## src/design/sps_regs.svh

```systemverilog
// Offsets, bit positions and reset values of the serial status block.
// Assumes inclusion by bare name from the design files.
`ifndef SPS_REGS_SVH
`define SPS_REGS_SVH

`define SPS_STATUS_OFS 4'h0
`define SPS_CONTROL_OFS 4'h4
`define SPS_STATUS_RST 8'h84
`define SPS_CONTROL_RST 8'h00
`define SPS_TX_HOLD_FREE 7
`define SPS_RX_HOLD_FULL 6
`define SPS_OVERRUN_FLAG 5
`define SPS_STOP_FAULT 4
`define SPS_PARITY_FAULT 3
`define SPS_TX_DONE 2
`define SPS_RX_ADDR_FLAG_BIT 1
`define SPS_TX_ADDR_FLAG_BIT 0
`define SPS_FLAG_HI 7
`define SPS_FLAG_LO 3

`endif

```

## src/design/sps_pkg.sv

```systemverilog
// Types shared by the serial status block and its bench.
// Assumes nothing beyond a SystemVerilog compiler.
package sps_pkg;

	// APB request from the master
	typedef struct packed {
		logic psel;
		logic penable;
		logic pwrite;
		logic [3:0] paddr;
		logic [31:0] pwdata;
	} sps_apb_s;

	// Control register, bit 7 down to bit 0
	typedef struct packed {
		logic odd_even_select;
		logic parity_en;
		logic mp_format;
		logic sync_mode;
		logic tx_done_irq_en;
		logic addr_wait_enable;
		logic rx_on;
		logic tx_on;
	} sps_ctrl_s;

	// End of a received character from the receive shifter
	typedef struct packed {
		logic done;
		logic stop_bit;
		logic parity_bit;
		logic data_parity;
		logic mp_bit;
	} sps_rx_ev_s;

	// Verdict on a received character
	typedef struct packed {
		logic load;
		logic overrun_flag;
		logic stop_fault;
		logic parity_fault;
		logic mpb_we;
		logic wait_clr;
	} sps_rx_res_s;

	// Whole state of the top module
	typedef struct packed {
		logic [7:0] stat;
		sps_ctrl_s ctrl;
		logic [31:0] prdata;
		logic pready;
		logic pslverr;
		logic tx_mp;
		logic rx_load;
		logic irq;
	} sps_top_s;

endpackage

```

## src/design/sps_arm.sv

```systemverilog
// Per-flag arming for the read-then-write-zero clear sequence.
// Assumes the caller gives one-cycle read and write completion strobes.
module sps_arm #(
	parameter int W = 5
) (
	input wire logic mclk,
	input wire logic rst,
	input wire logic [W-1:0] set_ev,
	input wire logic rd_ok,
	input wire logic [W-1:0] rd_val,
	input wire logic wr_ok,
	input wire logic [W-1:0] wr_val,
	output logic [W-1:0] clr
);
	typedef struct packed {
		logic [W-1:0] arm;
	} sps_arm_s;

	sps_arm_s s;
	sps_arm_s next_s;

	// A zero written to an armed flag clears it
	assign clr = s.arm & ~wr_val & {W{wr_ok}};

	// A new set disarms, so a stale read cannot clear a fresh event
	always_comb begin
		next_s = s;
		next_s.arm = s.arm & ~set_ev & ~clr;
		if (rd_ok) begin
			next_s.arm = next_s.arm | (rd_val & ~set_ev);
		end
	end

	always_ff @(posedge mclk) begin
		if (rst) begin
			s <= '0;
		end else begin
			s <= next_s;
		end
	end
endmodule // sps_arm

```

## src/design/sps_rx_eval.sv

```systemverilog
// Judges one received character against mode and flag state.
// Assumes the receive shifter reports each character with a one-cycle done.
module sps_rx_eval (
	input wire sps_pkg::sps_ctrl_s ctrl,
	input wire sps_pkg::sps_rx_ev_s ev,
	input wire logic full,
	output sps_pkg::sps_rx_res_s res
);
	logic mp;
	logic take;

	// Address wait drops characters whose address bit is zero
	always_comb begin
		mp = ~ctrl.sync_mode & ctrl.mp_format;
		take = ev.done & ctrl.rx_on & ~(mp & ctrl.addr_wait_enable & ~ev.mp_bit);
		res.stop_fault = take & ~ctrl.sync_mode & ~ev.stop_bit;
		res.parity_fault = take & ~ctrl.sync_mode & ctrl.parity_en
			& ((ev.data_parity ^ ev.parity_bit) != ctrl.odd_even_select);
		res.overrun_flag = take & full;
		res.load = take & ~full & ~res.stop_fault & ~res.parity_fault;
		res.mpb_we = take & mp;
		res.wait_clr = take & mp & ctrl.addr_wait_enable;
	end
endmodule // sps_rx_eval

```

## src/design/sps_status.sv

```systemverilog
// Status flags of the serial port behind an APB slave.
// Assumes shift engines give one-cycle pulses on mclk and APB is on mclk.
// How it works
// - Status is 8 bits, reset loads 84h
// - Software can never write flag bits to one
// - Clear needs a read of one first
// - Hold-to-shift move sets tx_hold_free
// - tx_on low sets tx_hold_free
// - Clean received character sets rx_hold_full
// - Character ending while full sets overrun_flag
// - Async stop bit zero sets stop_fault
// - Async parity mismatch sets parity_fault
// - Last bit with free hold sets tx_done
// - tx_done read-only, set by tx_on low
// - Async multiprocessor format captures received address bit
// - Received address bit otherwise kept unchanged
// - Transmit address bit double-buffered at move
// - Transmit address bit ignored outside multiprocessor
// - Address wait drops characters with bit zero
// - Irq only while tx_done and enabled
//
// The APB slave port and the register addresses were chosen for this implementation.
`include "sps_regs.svh"

module sps_status (
	input wire logic mclk,
	input wire logic rst,
	input wire logic standby,
	input wire sps_pkg::sps_apb_s apb,
	output logic [31:0] prdata,
	output logic pready,
	output logic pslverr,
	input wire logic tx_load,
	input wire logic tx_char_end,
	input wire sps_pkg::sps_rx_ev_s rx_ev,
	output sps_pkg::sps_ctrl_s ctrl,
	output logic [7:0] status,
	output logic tx_halt,
	output logic tx_mp_bit,
	output logic rx_hold_load,
	output logic tx_done_irq
);
	sps_pkg::sps_top_s s;
	sps_pkg::sps_top_s next_s;
	sps_pkg::sps_rx_res_s rx_res;
	logic [4:0] set5;
	logic [4:0] clr5;
	logic done;
	logic hit_stat;
	logic hit_ctrl;
	logic rd_stat;
	logic wr_stat;
	logic wr_ctrl;
	logic set_tx_done;

	// Decide what a finished character does to the flags
	sps_rx_eval u_rx_eval (
		.ctrl(s.ctrl),
		.ev(rx_ev),
		.full(s.stat[`SPS_RX_HOLD_FULL]),
		.res(rx_res)
	);

	// Arming of the five clearable flags
	sps_arm #(
		.W(5)
	) u_arm (
		.mclk(mclk),
		.rst(rst),
		.set_ev(set5 | {5{standby}}),
		.rd_ok(rd_stat),
		.rd_val(s.prdata[`SPS_FLAG_HI:`SPS_FLAG_LO]),
		.wr_ok(wr_stat),
		.wr_val(apb.pwdata[`SPS_FLAG_HI:`SPS_FLAG_LO]),
		.clr(clr5)
	);

	// APB decode; pready rises one cycle after setup, so no wait states
	always_comb begin
		done = apb.psel & apb.penable & s.pready;
		hit_stat = apb.paddr == `SPS_STATUS_OFS;
		hit_ctrl = apb.paddr == `SPS_CONTROL_OFS;
		rd_stat = done & ~apb.pwrite & hit_stat;
		wr_stat = done & apb.pwrite & hit_stat;
		wr_ctrl = done & apb.pwrite & hit_ctrl;
	end

	// Hardware set events, flag bits 7 down to 3
	always_comb begin
		set5[4] = tx_load | ~s.ctrl.tx_on;
		set5[3] = rx_res.load;
		set5[2] = rx_res.overrun_flag;
		set5[1] = rx_res.stop_fault;
		set5[0] = rx_res.parity_fault;
		set_tx_done = ~s.ctrl.tx_on | (tx_char_end & s.stat[`SPS_TX_HOLD_FREE]);
	end

	// Next state of every register
	always_comb begin
		next_s = s;
		next_s.pready = 1'b0;
		next_s.pslverr = 1'b0;
		next_s.rx_load = rx_res.load;
		// Setup cycle: latch the answer so the access cycle sees a flop
		if (apb.psel & ~apb.penable) begin
			next_s.pready = 1'b1;
			next_s.prdata = 32'h0000_0000;
			if (hit_stat) begin
				next_s.prdata[7:0] = s.stat;
			end else if (hit_ctrl) begin
				next_s.prdata[7:0] = s.ctrl;
			end else begin
				next_s.pslverr = 1'b1;
			end
		end
		// Control writes; address wait drops once an address arrives
		if (wr_ctrl) begin
			next_s.ctrl = apb.pwdata[7:0];
		end else if (rx_res.wait_clr) begin
			next_s.ctrl.addr_wait_enable = 1'b0;
		end
		// Clear only armed bits, writes of one do nothing, sets win
		next_s.stat[`SPS_FLAG_HI:`SPS_FLAG_LO] =
			(s.stat[`SPS_FLAG_HI:`SPS_FLAG_LO] & ~clr5) | set5;
		// tx_done follows the tx_hold_free clear, not its own write
		if (set_tx_done) begin
			next_s.stat[`SPS_TX_DONE] = 1'b1;
		end else if (clr5[4]) begin
			next_s.stat[`SPS_TX_DONE] = 1'b0;
		end
		// Received address bit only in async multiprocessor format
		if (rx_res.mpb_we) begin
			next_s.stat[`SPS_RX_ADDR_FLAG_BIT] = rx_ev.mp_bit;
		end
		// Transmit address bit is plain read/write storage
		if (wr_stat) begin
			next_s.stat[`SPS_TX_ADDR_FLAG_BIT] = apb.pwdata[`SPS_TX_ADDR_FLAG_BIT];
		end
		// Second stage of the transmit address bit, taken with the data
		if (tx_load & ~s.ctrl.sync_mode & s.ctrl.mp_format) begin
			next_s.tx_mp = s.stat[`SPS_TX_ADDR_FLAG_BIT];
		end
		// Standby reinitialises the status just like reset
		if (standby) begin
			next_s.stat = `SPS_STATUS_RST;
		end
		next_s.irq = next_s.stat[`SPS_TX_DONE] & next_s.ctrl.tx_done_irq_en;
	end

	// Single state register
	always_ff @(posedge mclk) begin
		if (rst) begin
			s <= '0;
			s.stat <= `SPS_STATUS_RST;
			s.ctrl <= `SPS_CONTROL_RST;
		end else begin
			s <= next_s;
		end
	end

	// Outputs are all state bits
	assign prdata = s.prdata;
	assign pready = s.pready;
	assign pslverr = s.pslverr;
	assign ctrl = s.ctrl;
	assign status = s.stat;
	assign tx_halt = s.stat[`SPS_TX_DONE];
	assign tx_mp_bit = s.tx_mp;
	assign rx_hold_load = s.rx_load;
	assign tx_done_irq = s.irq;
endmodule // sps_status

```

## config.mk

```make
export PLATFORM = sky130hd
export DESIGN_NAME = sps_status
export DESIGN_NICKNAME = d
export VERILOG_FILES = /design/src/design/sps_pkg.sv /design/src/design/sps_arm.sv /design/src/design/sps_rx_eval.sv /design/src/design/sps_status.sv
export VERILOG_INCLUDE_DIRS = /design/src /design/src/design
export SDC_FILE = /design/constraint.sdc
export NUM_CORES = 1
export LEC_CHECK = 0
export ABC_AREA = 1
export BUFFER_PORTS_ARGS = -buffer_cell sky130_fd_sc_hd__buf_4
export CORE_AREA = 10 10 78 80
export CTS_BUF_LIST = sky130_fd_sc_hd__clkbuf_16
export DETAILED_ROUTE_END_ITERATION = 8
export DIE_AREA = 0 0 88 90
export PLACE_DENSITY = 0.72
export SKIP_LAST_GASP = 1
export SYNTH_ARGS = -nofsm -noshare
export SYNTH_HDL_FRONTEND = slang
export SYNTH_SLANG_ARGS = --single-unit
```

## constraint.sdc

```tcl
create_clock -name mclk -period 1.05 [get_ports mclk]
set_input_delay 0.105 -clock mclk [delete_from_list [all_inputs] [get_ports mclk]]
set_output_delay 0.105 -clock mclk [all_outputs]
set_load 0.005 [all_outputs]
```

==> impl_metrics.csv <==
group,metric,value,unit
cells_and_area,final_nets,366,
die,dieWidth,88,µm
synth,async_flop_share,0,
global_route,grt_usage,0.127,
worst_hold_path,hold_path_class,"in2reg",
clock_network,cts_max_path_buffers,2,
global_route,grt.overflow.total,0,
timing,fmax,855,MHz
timing,fin_crit,1.17,ns
power,irDropWorstVdd,0.000648,V
critical_path,startpoint,"pready",
critical_path,start_kind,"register",
synth,ys_warn_count,0,
clock_network,clock_latency,0.28,ns
place,gp_congestion,0.854,
global_route,antenna_found_initial,0,
critical_path,arrival,1.34,ns
synth,synth_largest_area_cell,"dfxtp_1",
synth,synth_top_area_share,0.399,
synth,ys_top_cells_by_count,"nand2_1 (45), inv_1 (40), dfxtp_1 (34), a21oi_1 (27), buf_4 (26)",
power,p_leak,1.21,nW
timing,fin_crit_sh,1.11,
synth,postSynthRegisterBits,34,
power,finalPower,0.00303,W
timing,rsz0062_at_grt,"true",
timing,fin_ws,-0.120,ns
detailed_routing,drtAntennaViolNets,0,
run_status,violations,"negative setup slack",
detailed_routing,wirelength,5050,µm
critical_path,path_max_fanout,13,
detailed_routing,wire_per_inst,13.6,µm
cells_and_area,fin_area,2470,µm²
timing,fin_skew,0.00356,ns
detailed_routing,num_vias,1675,
critical_path,crit_path_end_kind,"register",
cells_and_area,layout-drive-gt1-share,0.368,
synth,seq_area_frac_synth,0.399,
synth,synth_cell_types,27,
synth,syn_area_per_cell,7.14,µm²
cells_and_area,fillers,454,
synth,synth_area_leaders,"dfxtp_1 (40%), buf_4 (11%), nand2_1 (9.9%), inv_1 (8.8%), a21oi_1 (7.9%)",
detailed_routing,post-route-drc-count,0,
synth,syn_inst,239,
cells_and_area,diodes,0,
clock_network,cts.clk_slew.worst_paths,0.05,ns
detailed_routing,drt-pass1-iter-count,4,
die,fp.dieH,90,µm
die,rows,25,
global_route,grt_pass1_wl,8110,µm
place,place_area,2260,µm²
timing,maxSlewViolCount,0,
worst_hold_path,min_from,"rst",
critical_path,reg2reg_from,"pready",
clock_network,htree_levels,2,
detailed_routing,drtIter0Drc,114,
cells_and_area,syn_to_final_growth,45.0,%
global_route,grt_max_degree,19,
global_route,first_global_vias,1739,
timing,finalHoldViolCount,0,
synth,synth_ff_type,"dfxtp_1",
place,dp_hpwl,4110,µm
detailed_routing,via_per_inst,4.50,
clock_network,cts_buffers,5,
synth,synthesis.area,1710,µm²
synth,synth_edf_count,0,
critical_path,crit_type,"reg2reg",
die,core-area,4600,µm²
place,numPortBuffers,54,
critical_path,required,1.22,ns
run,maxCapViolations,0,
timing,setup_tns,-1.41,ns
cells_and_area,seqCellArea,686,µm²
cells_and_area,multi_input_comb_area,822,µm²
clock_network,cts-root-buf,"clkbuf_16",
power,p_per_area,1220,nW/µm²
die,die-area,7920,µm²
timing,finalSetupViolCount,21,
clock_network,cts_tree,"built",
run_status,status,"finished, violations left",
synth,yosysMostFrequentCell,"nand2_1",
die,start_util,0.371,
die,top_level_ports,103,
clock_network,cts_sinks,34,
## report_power, final
part | total [W] | switching [W] | internal [W]
logic | 0.000299 | 0.000156 | 0.000144
clock network | 0.00140 | 0.000536 | 0.000864
registers | 0.00133 | 0.0000133 | 0.00131
## cells in the final DEF (no fill, tap or decap)
cell        Yosys  routed
clkinvlp_4      0       1
conb_1          1      24
nor3_1          1       1
nor2_1         13      11
a21oi_1        27      24
nand3b_1        2       2
nor3_4          0       1
o2111ai_1       1       1
buf_4          26      77
dfxtp_2         0       4
a21oi_4         0       1
a21oi_2         0       2
buf_12          0       1
nand2_1        45      39
inv_4           0       1
o21ai_2         0       1
nand4_4         0       1
nor4_1          1       1
nand3_2         0       2
dfxtp_1        34      30
nand3b_4        0       1
o21ai_0        18      12
inv_1          40      37
clkbuf_16       0       5
o21ai_1         3       8
nand2_4         1       1
a211oi_1        1       1
nor2_4          2       4
nand3_1         8       6
inv_2           2       4
clkinv_2        0       1
clkinv_1        0       1
nor2_2          2       2
o22ai_1         3       3
nand2_2         1       7
## repair_timing
| item | CTS | global route |
|---|---|---|
| endpoints found under the setup margin | 19 | 24 |
| setup buffers | 0 | 2 |
| pin swaps | 6 | 13 |
| hold buffers | 0 | 0 |
| resized for setup | 11 | 14 |
## flip-flops by register name (all words and copies together), names as in the netlist
| name | flops |
|---|---|
| ctrl | 8 |
| prdata | 8 |
| status | 8 |
| u_arm.s | 5 |
| pready | 1 |
| pslverr | 1 |
| rx_hold_load | 1 |
| tx_done_irq | 1 |
| tx_mp_bit | 1 |
## critical path, stage by stage (launching register included)
cell	delay, ns
dfxtp_2	0.36
nand4_4	0.10
buf_4	0.16
nor2_4	0.15
inv_4	0.09
o21ai_0	0.15
a21oi_1	0.06
## stage by stage
| step | instances | worst slack [ns] | hold WS [ns] | util |
|---|---|---|---|---|
| 2_1_floorplan | 262 | -0.00496 | 0.231 | - |
| 3_3_place_gp | 362 | -0.103 | 0.351 | 0.491 |
| 3_5_place_dp | 362 | -0.146 | 0.360 | 0.491 |
| 4_1_cts | 370 | -0.0914 | 0.0696 | 0.528 |
| 5_1_grt | 372 | -0.178 | 0.0621 | 0.538 |
| 6_report | 372 | -0.120 | 0.0693 | 0.538 |
## logic make-up after synthesis
| logic type | count (synthesis) | share of synthesized area |
|---|---|---|
| and+or+nand+nor | 79 | 0.217 |
| AOI/OAI and AO/OA | 53 | 0.161 |
| DFF | 34 | 0.399 |
| buffers and inverters | 72 | 0.221 |
| other | 1 | 0.00220 |
## per-layer routing
| metal | vias to the layer above | global-route usage | routed length (µm) |
|---|---|---|---|
| met4 | 0 | 0.0479 | 66 |
| li1 | 863 | - | - |
| met3 | 6 | 0.0542 | 525 |
| met1 | 747 | 0.142 | 2060 |
| met2 | 59 | 0.204 | 2390 |
| met5 | - | 0 | 0 |
## worst paths after layout
path          endpoint  cells after the start  slack (ns)
min            ctrl[2]                      2        0.07
max reg2reg    ctrl[0]                      6       -0.12
min reg2reg  tx_mp_bit                      2        0.47
max            ctrl[0]                      6       -0.12
## final cells by class
| class | instances | area share |
|---|---|---|
| inverter | 42 | 0.0647 |
| clock buffer | 5 | 0.0506 |
| clock inverter | 3 | 0.00657 |
| sequential | 34 | 0.277 |
| timing repair buffer | 78 | 0.242 |
| multi-input combinational | 156 | 0.332 |
| tap | 54 | 0.0273 |
Power figures use the tool's default switching activity.
